==> src/hdl/mtx_pkg.sv <==
package mtx_pkg;
    // --------------------------------------------------------------
    // interface mode and link speed selection
    // --------------------------------------------------------------
    typedef enum logic [1:0] {
        MTX_GMII  = 2'b00,
        MTX_RGMII = 2'b01,
        MTX_MII   = 2'b11,
        MTX_RVMII = 2'b10
    } mtx_mode_t;

    typedef enum logic [1:0] {
        MTX_SPD_10   = 2'b00,
        MTX_SPD_100  = 2'b01,
        MTX_SPD_1000 = 2'b10
    } mtx_speed_t;

    // --------------------------------------------------------------
    // timing: reference rate and scaled half periods of the link clock
    // --------------------------------------------------------------
    localparam int unsigned REF_CLK_HZ     = 10_000_000;
    localparam int unsigned HALF_CYC_1000  = 1;   // fastest rate the ref clock can make
    localparam int unsigned HALF_CYC_100   = 5;   // keeps 1000:100 ratio of 5
    localparam int unsigned HALF_CYC_10    = 50;  // keeps 100:10 ratio of 10
    localparam int unsigned HALF_CNT_W     = 8;

    // --------------------------------------------------------------
    // data layout
    // --------------------------------------------------------------
    localparam int unsigned BYTE_W   = 8;
    localparam int unsigned NIB_W    = 4;
    localparam logic [3:0]  NIB_ZERO = 4'h0;
    localparam logic [7:0]  BYTE_ZERO = 8'h00;
endpackage : mtx_pkg

==> src/hdl/mtx_edge_if.sv <==
`timescale 1ns/1ps
// --------------------------------------------------------------
// edge events of the transmit link clock, from generator to launcher
// --------------------------------------------------------------
interface mtx_edge_if;
    logic tick_rise;    // link clock rises at this ref edge
    logic tick_fall;    // link clock falls at this ref edge
    modport gen (output tick_rise, output tick_fall);
    modport use_side (input tick_rise, input tick_fall);
endinterface : mtx_edge_if

==> src/hdl/mtx_clk_gen.sv <==
`timescale 1ns/1ps
module mtx_clk_gen #(
    parameter int unsigned HALF_1000 = mtx_pkg::HALF_CYC_1000,
    parameter int unsigned HALF_100  = mtx_pkg::HALF_CYC_100,
    parameter int unsigned HALF_10   = mtx_pkg::HALF_CYC_10
) (
    // clock and reset
    input  wire logic               ref_clk,
    input  wire logic               rst,
    // configuration
    input  wire mtx_pkg::mtx_mode_t  mode,
    input  wire mtx_pkg::mtx_speed_t speed,
    // partner clock pin, asynchronous
    input  wire logic               ext_clk,
    // edge events
    mtx_edge_if.gen                 edges
);
    import mtx_pkg::*;

    logic [HALF_CNT_W-1:0] cnt;
    logic                  phase;
    logic                  sync_a;
    logic                  sync_b;
    logic                  sync_prev;
    logic [2:0]            fill;       // sync history filled after reset
    logic                  hist_ok;
    logic [HALF_CNT_W-1:0] half_last;
    logic                  wrap;
    logic                  ext_mode;

    // half period select per speed
    assign half_last = (speed == MTX_SPD_1000) ? HALF_CNT_W'(HALF_1000 - 1) :
                       (speed == MTX_SPD_100)  ? HALF_CNT_W'(HALF_100 - 1)  :
                                                 HALF_CNT_W'(HALF_10 - 1);
    assign wrap     = (cnt >= half_last);
    assign ext_mode = (mode == MTX_MII);

    // divider for device sourced clocks
    always_ff @(posedge ref_clk or posedge rst) begin
        if (rst) begin
            cnt   <= '0;
            phase <= 1'b0;
        end else if (ext_mode || wrap) begin
            cnt   <= '0;
            phase <= ext_mode ? 1'b0 : ~phase;
        end else begin
            cnt   <= cnt + HALF_CNT_W'(1);
        end
    end

    // two flop sync of partner clock, then edge history
    always_ff @(posedge ref_clk or posedge rst) begin
        if (rst) begin
            sync_a    <= 1'b0;
            sync_b    <= 1'b0;
            sync_prev <= 1'b0;
            fill      <= '0;
        end else begin
            sync_a    <= ext_clk;
            sync_b    <= sync_a;
            sync_prev <= sync_b;
            fill      <= {fill[1:0], 1'b1};
        end
    end

    // edge events from the selected source; partner edges wait until the
    // history has filled, so a pin already high at release makes no false rise
    assign hist_ok         = fill[2];
    assign edges.tick_rise = ext_mode ? (hist_ok & sync_b & ~sync_prev) : (wrap & ~phase);
    assign edges.tick_fall = ext_mode ? (hist_ok & ~sync_b & sync_prev) : (wrap & phase);
endmodule : mtx_clk_gen

==> src/hdl/mtx_top.sv <==
`timescale 1ns/1ps
// Functional notes
// - reset returns all state to idle
// - GMII/RGMII device drives gigabit clock, speed rate
// - GMII launches eight bits on rising edge
// - RGMII gigabit: low nibble rise, high fall
// - RGMII 10/100: nibble on rising edge only
// - MII launches on partner clock rising edge
// - RvMII device drives MII clock pin out
// - RvMII nibble launched on driven clock rise
// - GMII/MII valid high while data valid
// - RGMII control: valid rise, xor error fall
// - error marks bad frame while valid high
module mtx_top #(
    parameter int unsigned HALF_1000 = mtx_pkg::HALF_CYC_1000,
    parameter int unsigned HALF_100  = mtx_pkg::HALF_CYC_100,
    parameter int unsigned HALF_10   = mtx_pkg::HALF_CYC_10
) (
    // clock and reset
    input  wire logic                        ref_clk,
    input  wire logic                        rst,
    // configuration
    input  wire mtx_pkg::mtx_mode_t           mode,
    input  wire mtx_pkg::mtx_speed_t          speed,
    // byte source, same clock domain
    input  wire logic [mtx_pkg::BYTE_W-1:0]  src_data,
    input  wire logic                        src_valid,
    input  wire logic                        src_error,
    output logic                             src_ready,
    // management port pins
    output logic                             mgmt_gig_tx_clock,
    input  wire logic                        mgmt_mii_tx_clock_in,
    output logic                             mgmt_mii_tx_clock_out,
    output logic                             mgmt_mii_tx_clock_oe,
    output logic [mtx_pkg::BYTE_W-1:0]       mgmt_txd,
    output logic                             mgmt_tx_valid,
    output logic                             mgmt_tx_error
);
    import mtx_pkg::*;

    // --------------------------------------------------------------
    // decode helpers
    // --------------------------------------------------------------
    // the nibble clock pin turns into an output only in reverse mode
    function automatic logic mii_pin_driven(input mtx_mode_t m);
        return (m == MTX_RVMII);
    endfunction : mii_pin_driven

    // --------------------------------------------------------------
    // link clock edges
    // --------------------------------------------------------------
    // ticks mark the ref edges at which the link clock changes level
    mtx_edge_if edges ();

    // partner clock pin is only read in mii mode
    mtx_clk_gen #(
        .HALF_1000 (HALF_1000),
        .HALF_100  (HALF_100),
        .HALF_10   (HALF_10)
    ) u_gen (
        .ref_clk (ref_clk),
        .rst     (rst),
        .mode    (mode),
        .speed   (speed),
        .ext_clk (mgmt_mii_tx_clock_in),
        .edges   (edges.gen)
    );

    // --------------------------------------------------------------
    // mode decoding
    // --------------------------------------------------------------
    logic is_gmii;
    logic is_rgmii;
    logic gig_drv;
    logic rgmii_ddr;
    logic byte_wide;
    logic rise;
    logic fall;

    // mode and speed are static: change them only while in reset
    // rgmii at gigabit is the only double data rate case
    assign is_gmii   = (mode == MTX_GMII);
    assign is_rgmii  = (mode == MTX_RGMII);
    assign gig_drv   = is_gmii | is_rgmii;
    assign rgmii_ddr = is_rgmii & (speed == MTX_SPD_1000);
    assign byte_wide = is_gmii | rgmii_ddr;                       // whole byte per rise
    assign rise      = edges.tick_rise;
    assign fall      = edges.tick_fall;

    // --------------------------------------------------------------
    // launch state
    // --------------------------------------------------------------
    // held byte and nibble phase move only at a link rise
    logic [BYTE_W-1:0] held;      // byte being sent
    logic              held_err;
    logic              hi_next;   // high nibble owed at next rise
    logic              active;    // frame data on the lines

    logic              take;
    logic              next_active;
    logic [BYTE_W-1:0] next_txd;
    logic              next_valid;
    logic              next_error;

    // a new byte is taken on a rise unless a high nibble is still owed;
    // the source holds byte and valid until src_ready, so a byte offered
    // while a high nibble is owed just waits for the following rise
    assign take = rise & ~hi_next & src_valid;

    // rising edge data: whole byte, low nibble, or owed high nibble
    assign next_txd =
        byte_wide ? (rgmii_ddr ? {NIB_ZERO, src_data[NIB_W-1:0]}
                               : src_data)
                  : (hi_next ? {NIB_ZERO, held[BYTE_W-1:NIB_W]}
                             : {NIB_ZERO, src_data[NIB_W-1:0]});
    // valid and error hold for both nibbles of a byte
    assign next_active = hi_next | take;
    assign next_valid  = next_active;
    assign next_error  = hi_next ? held_err : (take & src_error);

    // byte capture and nibble phase
    always_ff @(posedge ref_clk or posedge rst) begin
        if (rst) begin
            held     <= BYTE_ZERO;
            held_err <= 1'b0;
            hi_next  <= 1'b0;
            active   <= 1'b0;
        end else if (rise) begin
            held     <= take ? src_data : held;
            held_err <= take ? src_error : held_err;
            hi_next  <= take & ~byte_wide;                          // nibble modes owe high half
            active   <= next_active;
        end
    end

    // source handshake pulse, one cycle after the byte is taken
    // the source may offer its next byte in the cycle after the pulse
    always_ff @(posedge ref_clk or posedge rst) begin
        if (rst) begin
            src_ready <= 1'b0;
        end else begin
            src_ready <= take;
        end
    end

    // --------------------------------------------------------------
    // pin values at each kind of link edge
    // --------------------------------------------------------------
    logic [BYTE_W-1:0] rise_txd;
    logic              rise_error;
    logic [BYTE_W-1:0] fall_txd;
    logic              fall_valid;
    logic              held_err_f;    // error of the byte on the lines

    // lines idle at zero between frames so no stale byte is seen
    assign rise_txd   = next_active ? next_txd : BYTE_ZERO;
    // the error pin stays low in rgmii, where the control line carries it
    assign rise_error = is_rgmii ? 1'b0 : (next_active & next_error);
    // high nibble of the byte on the lines, for the gigabit rgmii fall
    assign fall_txd   = active ? {NIB_ZERO, held[BYTE_W-1:NIB_W]} : BYTE_ZERO;
    // falling control is enable xor error of the byte on the lines
    assign held_err_f = active & held_err;
    assign fall_valid = active ^ held_err_f;

    // data and control pins
    always_ff @(posedge ref_clk or posedge rst) begin
        if (rst) begin
            mgmt_txd      <= BYTE_ZERO;
            mgmt_tx_valid <= 1'b0;
            mgmt_tx_error <= 1'b0;
        end else if (rise) begin
            mgmt_txd      <= rise_txd;
            mgmt_tx_valid <= next_valid;
            mgmt_tx_error <= rise_error;
        end else if (fall && is_rgmii) begin
            mgmt_tx_valid <= fall_valid;
            if (rgmii_ddr) begin
                mgmt_txd <= fall_txd;
            end
        end
    end

    // --------------------------------------------------------------
    // transmit clock pins
    // --------------------------------------------------------------
    // gigabit clock follows the divider in GMII and RGMII, low otherwise
    // clock and data flops share a ref edge, so they leave together
    // an unused pin stays low and quiet
    always_ff @(posedge ref_clk or posedge rst) begin
        if (rst) begin
            mgmt_gig_tx_clock <= 1'b0;
        end else if (!gig_drv) begin
            mgmt_gig_tx_clock <= 1'b0;
        end else if (rise) begin
            mgmt_gig_tx_clock <= 1'b1;
        end else if (fall) begin
            mgmt_gig_tx_clock <= 1'b0;
        end
    end

    // MII clock pin is driven only in RvMII, an input in MII
    // in mii the partner drives the pin, so the output stays off
    always_ff @(posedge ref_clk or posedge rst) begin
        if (rst) begin
            mgmt_mii_tx_clock_out <= 1'b0;
            mgmt_mii_tx_clock_oe  <= 1'b0;
        end else begin
            mgmt_mii_tx_clock_oe  <= mii_pin_driven(mode);
            if (!mii_pin_driven(mode)) begin
                mgmt_mii_tx_clock_out <= 1'b0;
            end else if (rise) begin
                mgmt_mii_tx_clock_out <= 1'b1;
            end else if (fall) begin
                mgmt_mii_tx_clock_out <= 1'b0;
            end
        end
    end
endmodule : mtx_top

==> config.mk <==
export PLATFORM = sky130hd
export DESIGN_NAME = mtx_top
export DESIGN_NICKNAME = d
export VERILOG_FILES = /design/src/hdl/mtx_pkg.sv /design/src/hdl/mtx_edge_if.sv /design/src/hdl/mtx_clk_gen.sv /design/src/hdl/mtx_top.sv
export SDC_FILE = /design/constraint.sdc
export NUM_CORES = 1
export LEC_CHECK = 0
export BUFFER_PORTS_ARGS = -buffer_cell sky130_fd_sc_hd__buf_2
export CORE_UTILIZATION = 60
export CTS_BUF_LIST = sky130_fd_sc_hd__clkbuf_8
export DETAILED_ROUTE_END_ITERATION = 16
export PLACE_DENSITY = 0.92
export SYNTH_ARGS = -nofsm -noshare
export SYNTH_HDL_FRONTEND = slang
export SYNTH_SLANG_ARGS = --single-unit
==> constraint.sdc <==
create_clock -name ref_clk -period 6.73 [get_ports ref_clk]
set_input_delay 0.673 -clock ref_clk [delete_from_list [all_inputs] [get_ports ref_clk]]
set_output_delay 0.673 -clock ref_clk [all_outputs]
set_load 0.05 [all_outputs]
==> results by group, run 1 <==
STA
  • RSZ-0062 raised after global routing: false
  • Slew Viols, Final: 0
  • Final Hold Slack: 0.355 ns
  • Final setup violation count: 0
  • Fmax: 0.366 GHz
  • Pin slew with the least headroom to its limit: 0.508 ns
  • Tmin final: 2.73 ns
  • Relative slew slack: 65.9%
  • Final cycle utilization of the critical path: 40.6%
  • Skew final: 0.00734 ns
  • Final Hold Vio Count: 0
  • Setup TNS: 0 ns

Finish
  • Layout Area Growth over Synthesis: 16.7%
  • Multi-input combinational cell area: 706 µm²
  • FF+latch area: 901 µm²
  • Layout Nets: 195
  • Non-Filler Instances: 201
  • Most frequent cells in the layout: dfrtp_1, buf_2, nor2_1
  • Core Util, Final: 75.5%
  • Fill count: 172
  • Share of cells above drive strength 1: 31.0%
  • Leading cell type in the layout, fill and taps excluded: dfrtp_1
  • Diode count: 0

Logic synthesis
  • Post-Syn Instances: 133
  • Mux contribution to synthesized area: 4.06%
  • Syn_nets: 157
  • Xor/xnor share of the synthesized area: 3.22%
  • Post-synth EDFFs: 0
  • Main combinational cell family by area after synthesis: simple AND/OR/NAND/NOR gates
  • Yosys cell types: 36
  • Register area share after synthesis: 55.2%
  • Syn Area/Cell: 12.3 µm²
  • Primary FF master, synth: dfrtp_1
  • #FFs+latches synth: 36
  • Compound-Gate Fraction of Synth Area: 13.7%
  • Simple logic cell fraction of the synthesized area: 16.4%
  • Mapped Area: 0.00163 mm²
  • Post-synthesis async set-or-reset flop share: 100%
  • Post-Synth Adder-Cell Area: 5.36%
  • YS warnings: 0

Hold path
  • Hold path startpoint: u_gen.sync_a
  • Hold crit path type: reg -> reg
  • Hold depth: 0
  • Min-Delay Endpoint: u_gen.sync_b

Flow run
  • Max_cap viols: 0

Placed design
  • RD Place Congestion: 0.803
  • Detailed Place HPWL: 2.20 mm
  • Port Buffers: 30
  • Post-Place Cells: 194

Worst setup path
  • Arr. time, crit path: 2.90 ns
  • Crit-path max FO: 9
  • WS Path Type: in -> reg
  • Worst r2r src: u_gen.cnt[2]
  • Reg2reg path depth: 7
  • Worst r2r dst: mgmt_txd[0]
  • CP startpoint kind: primary input
  • R2R setup slack: 4.34 ns
  • Critical path capture point type: flip-flop
  • Worst path required time: 6.90 ns

Route
  • Via Count: 1,135
  • DR vias/cell: 5.65
  • DR iter-0 viols: 21
  • Antenna viol nets, final: 0
  • 1st-pass router iterations: 4
  • Routed wire per std cell: 15.1 µm
  • Drc violations: 0
  • WL final: 3.03 mm

Power
  • PwrDens: 355 mW/mm²
  • Lkg Pwr: 0.940 nW
  • IR drop worst, VDD: 0.350 mV

Outcome
  • Status: completed

Global route
  • Number of global-route vias before repair: 1,114
  • First-pass GRT wire length: 4.81 mm
  • Initial antenna violation count: 0
  • Total congestion overflow: 0
  • Largest net degree at the start of global routing: 37
  • Tot GR Track Use: 24.5%

Clock tree
  • CTS buffer count: 5
  • CTS sink cnt: 36
  • TritonCTS clock tree: done
  • Htree depth: 2
  • CTS root buffer: clkbuf_8
  • Worst-path clk slew: 0.07 ns
  • Worst skew pair latency: 0.29 ns
  • Post_cts resized: 0
  • Hold Buf Count CTS: 0
  • Max Buffers Root-to-Sink: 2
  • Post-CTS setup buffer count: 0

Floorplanning
  • Die footprint: 0.00293 mm²
  • Initial core utilization: 64.7%
  • I/O pin count: 31
  • Core area: 0.00252 mm²
  • Die Width: 54.2 µm
  • Floorplan row count: 18
  • Die Y: 54.2 µm
==> routing by layer <==
metal | routed length (µm) | vias to the layer above | share of wire (%) | track usage (%)
met5 | 0 | - | 0 | 0
met1 | 1400 | 550 | 46 | 30.2
met3 | 124 | 8 | 4.1 | 9.04
met4 | 48 | 0 | 1.6 | 10.7
met2 | 1460 | 32 | 48 | 38.2
li1 | - | 545 | - | -
==> synthesized netlist by cell type, types with 3 or more instances <==
master	n	area [µm²]
inv_1	7	26.3
mux2_2	5	56.3
dfrtp_1	36	901
a22o_1	4	35.0
nor2_1	11	41.3
and2_1	4	25.0
nor2b_1	5	31.3
a221o_1	4	40.0
xnor2_1	4	35.0
a21oi_1	6	30.0
nand2_1	8	30.0
ha_1	7	87.6
and3_1	3	18.8
==> worst max-delay path: stages <==
cell	delay (ns)
buf_2	0.09
inv_1	0.04
ha_1	0.29
inv_1	0.06
ha_1	0.33
o311a_1	0.19
o21ai_2	0.07
a221oi_2	0.43
nor2_4	0.13
nor2_4	0.23
mux2_2	0.37
==> state kept, by name, indices dropped and copies added, names as in the netlist <==
signal and cells:
mgmt_mii_tx_clock_out 1, u_gen.sync_b 1, held 4, u_gen.fill 3
mgmt_mii_tx_clock_oe 1, mgmt_txd 8, u_gen.phase 1, hi_next 1
mgmt_gig_tx_clock 1, mgmt_tx_valid 1, mgmt_tx_error 1, held_err 1
src_ready 1, u_gen.sync_a 1, u_gen.cnt 8, active 1
u_gen.sync_prev 1
==> where the power goes <==
group / total [mW] / switching (mW) / internal (mW) / leakage, nW
Sequential: 0.300 / 0.0344 / 0.266 / 0.455
Clock: 0.140 / 0.0716 / 0.0687 / 0.0452
Combinational: 0.236 / 0.155 / 0.0811 / 0.439
==> through the flow <==
step	instance area, µm²	total power, mW	worst slack, ns
CTS	1910	0.682	4.02
detailed placement	1830	0.538	3.72
floorplan	1630	0.481	4.02
finish	1910	0.677	4.00
global route	1910	0.716	3.85
global placement	1830	0.530	3.80
==> cell families after synthesis <==
family,Yosys count
muxes,6
xor gates and xnor gates,6
AOI/OAI and AO/OA,24
DFF,36
other,2
and+or+nand+nor,45
buffers and inverters,7
adders and majority gates,7
==> worst max path at each step <==
stage | startpoint | end | slack [ns] | cells after the start
after floorplan | speed[0] | held[4] | 4.02 | 10
after global placement | speed[0] | held[7] | 3.80 | 11
after detailed placement | speed[0] | held[4] | 3.72 | 11
after CTS | speed[0] | held[4] | 4.02 | 11
after global routing | speed[0] | held[4] | 3.85 | 11
final | speed[0] | held[4] | 4.00 | 11
==> cell type report <==
class	instances	area share (%)
clock buffer	5	3.61
clock inverter	2	0.460
inverter	7	1.38
multi-input combinational	90	37.0
sequential	36	47.3
tap	30	1.97
timing repair buffer	31	8.27
No activity file was read; power rests on OpenSTA's default activity.
==> run 2, diff against run 1 <==
--- a/config.mk
+++ b/config.mk
@@ -6,10 +6,10 @@
 export NUM_CORES = 1
 export LEC_CHECK = 0
 export BUFFER_PORTS_ARGS = -buffer_cell sky130_fd_sc_hd__buf_2
-export CORE_UTILIZATION = 60
+export CORE_UTILIZATION = 51
 export CTS_BUF_LIST = sky130_fd_sc_hd__clkbuf_8
 export DETAILED_ROUTE_END_ITERATION = 16
-export PLACE_DENSITY = 0.92
+export PLACE_DENSITY = 0.84
 export SYNTH_ARGS = -nofsm -noshare
 export SYNTH_HDL_FRONTEND = slang
 export SYNTH_SLANG_ARGS = --single-unit
==> constraint.sdc (replaced) <==
create_clock -name ref_clk -period 2.3 [get_ports ref_clk]
set_input_delay 0.23 -clock ref_clk [delete_from_list [all_inputs] [get_ports ref_clk]]
set_output_delay 0.23 -clock ref_clk [all_outputs]
set_load 0.05 [all_outputs]
==> results by group, run 2 (same netlist as run 1, synthesis figures left out) <==
Worst setup path
  • CP cell instances: ha_1 > or4b_4 > o21ai_2 > a221oi_4 > o21ai_1 > a21oi_4 > a221o_1
  • Max stage delay on crit path: 0.49 ns
  • WP buf/inv: 0
  • Critical path capture point type: flip-flop
  • Arr. time, crit path: 2.43 ns
  • Slowest cell on crit path: or4b_4
  • Crit-path max FO: 4
  • Top delay family on crit path: compound AO/OA/AOI/OAI gates
  • CP startpoint kind: flip-flop
  • Worst path required time: 2.48 ns
  • WS Path Type: reg -> reg

STA
  • Setup ws final: 0.0458 ns
  • Final Hold Vio Count: 0
  • Final setup violation count: 0
  • Fmax: 0.444 GHz
  • Final cycle utilization of the critical path: 98.0%
  • Slew Viols, Final: 0
  • Skew final: 0.00991 ns
  • Tmin final: 2.25 ns
  • Setup TNS: 0 ns
  • Pin slew with the least headroom to its limit: 0.556 ns
  • Relative slew slack: 62.8%
  • RSZ-0062 raised after global routing: true

Floorplanning
  • Die footprint: 0.00343 mm²
  • Die Y: 58.6 µm
  • Core area: 0.00305 mm²
  • Die Width: 58.6 µm
  • Floorplan row count: 20
  • I/O pin count: 31
  • Initial core utilization: 53.5%

Route
  • DR iter-0 viols: 31
  • Antenna viol nets, final: 0
  • Drc violations: 0
  • Routed wire per std cell: 14.5 µm
  • DR vias/cell: 5.18
  • 1st-pass router iterations: 4
  • WL final: 3.19 mm
  • Via Count: 1,139

Finish
  • Diode count: 0
  • Non-Filler Instances: 220
  • Share of cells above drive strength 1: 34.1%
  • Layout Area Growth over Synthesis: 21.6%
  • Leading cell type in the layout, fill and taps excluded: dfrtp_1
  • Biggest regs: mgmt_txd x8, u_gen.cnt x8, held x4
  • Most frequent cells in the layout: dfrtp_1, buf_2, nor2_1
  • Design area: 0.00199 mm²
  • Layout Nets: 200

Clock tree
  • TritonCTS clock tree: done
  • Max Buffers Root-to-Sink: 2
  • Worst-path clk slew: 0.07 ns
  • CTS root buffer: clkbuf_8
  • Htree depth: 2
  • CTS buffer count: 5
  • CTS sink cnt: 36
  • Worst skew pair latency: 0.29 ns
  • Hold Buf Count CTS: 0

Power
  • Lkg Pwr: 0.970 nW
  • PwrDens: 1020 mW/mm²
  • IR drop worst, VDD: 0.627 mV

Global route
  • Initial antenna violation count: 0
  • Largest net degree at the start of global routing: 37
  • Tot GR Track Use: 21.7%
  • First-pass GRT wire length: 5.31 mm
  • Number of global-route vias before repair: 1,139
  • Total congestion overflow: 0

Placed design
  • Post-Place Cells: 212
  • Detailed Place HPWL: 2.27 mm
  • RD Place Congestion: 0.778
  • Port Buffers: 30
  • Pre-CTS WS: -0.232 ns
  • Post-DP Area: 0.00188 mm²

Flow run
  • Max_cap viols: 0

Outcome
  • Status: completed

Hold path
  • Hold crit path type: in -> async
-- run 2: changes by cell type in the layout (fill, tap and decap cells not counted), sizes merged --
cell  before  now
buf       31   36
-- run 2: final timing paths --
| kind | start | endpoint | slack, ns | cells after the start |
|---|---|---|---|---|
| worst max-delay path | u_gen.cnt[2] | mgmt_txd[2] | 0.05 | 7 |
| worst min-delay path | rst | mgmt_txd[4] | 0.02 | 3 |
| worst max register to register | u_gen.cnt[2] | mgmt_txd[2] | 0.05 | 7 |
| worst min register to register | u_gen.sync_a | u_gen.sync_b | 0.36 | 0 |
| max in group asynchronous | rst | u_gen.cnt[4] | 1.96 | 3 |
| min in group ref_clk | mgmt_mii_tx_clock_in | u_gen.sync_a | 0.05 | 1 |
-- run 2: final cells by class --
cell class	instances	area [µm²]
timing repair buffer	36	195
tap	44	55.1
fill	250	1070
clock inverter	2	8.76
multi-input combinational	90	731
clock buffer	5	68.8
inverter	7	26.3
sequential	36	901
-- run 2: metal layers --
| layer | GRT usage [%] | wire (µm) | vias up |
|---|---|---|---|
| li1 | - | - | 548 |
| met1 | 27.0 | 1440 | 553 |
| met2 | 32.3 | 1540 | 30 |
| met3 | 8.13 | 134 | 8 |
| met4 | 12.6 | 76 | 0 |
| met5 | 0 | 0 | - |
-- run 2: what timing repair did --
| item | CTS | global route |
|---|---|---|
| buffers inserted | 1 | 0 |
| setup endpoints to repair | 1 | 10 |
| resized for setup | 0 | 5 |
| pin swaps | 2 | 2 |
-- run 2: tightest hold or removal path: stages --
cell and delay, ns:
buf_2 0.09, inv_1 0.04, buf_4 0.38
-- run 2: stage by stage --
step	hold slack (ns)	util [%]	total power [mW]
2_1_floorplan	0.261	-	1.41
3_3_place_gp	0.334	61.4	1.57
6_report	0.0160	65.0	2.03
5_1_grt	0.0353	65.0	2.15
4_1_cts	0.0367	64.2	2.01
3_5_place_dp	0.336	61.4	1.60
-- run 2: power by group --
group	switching, mW	internal, mW	leakage (nW)
logic	0.470	0.271	0.469
clock network	0.213	0.201	0.0452
registers	0.100	0.778	0.455
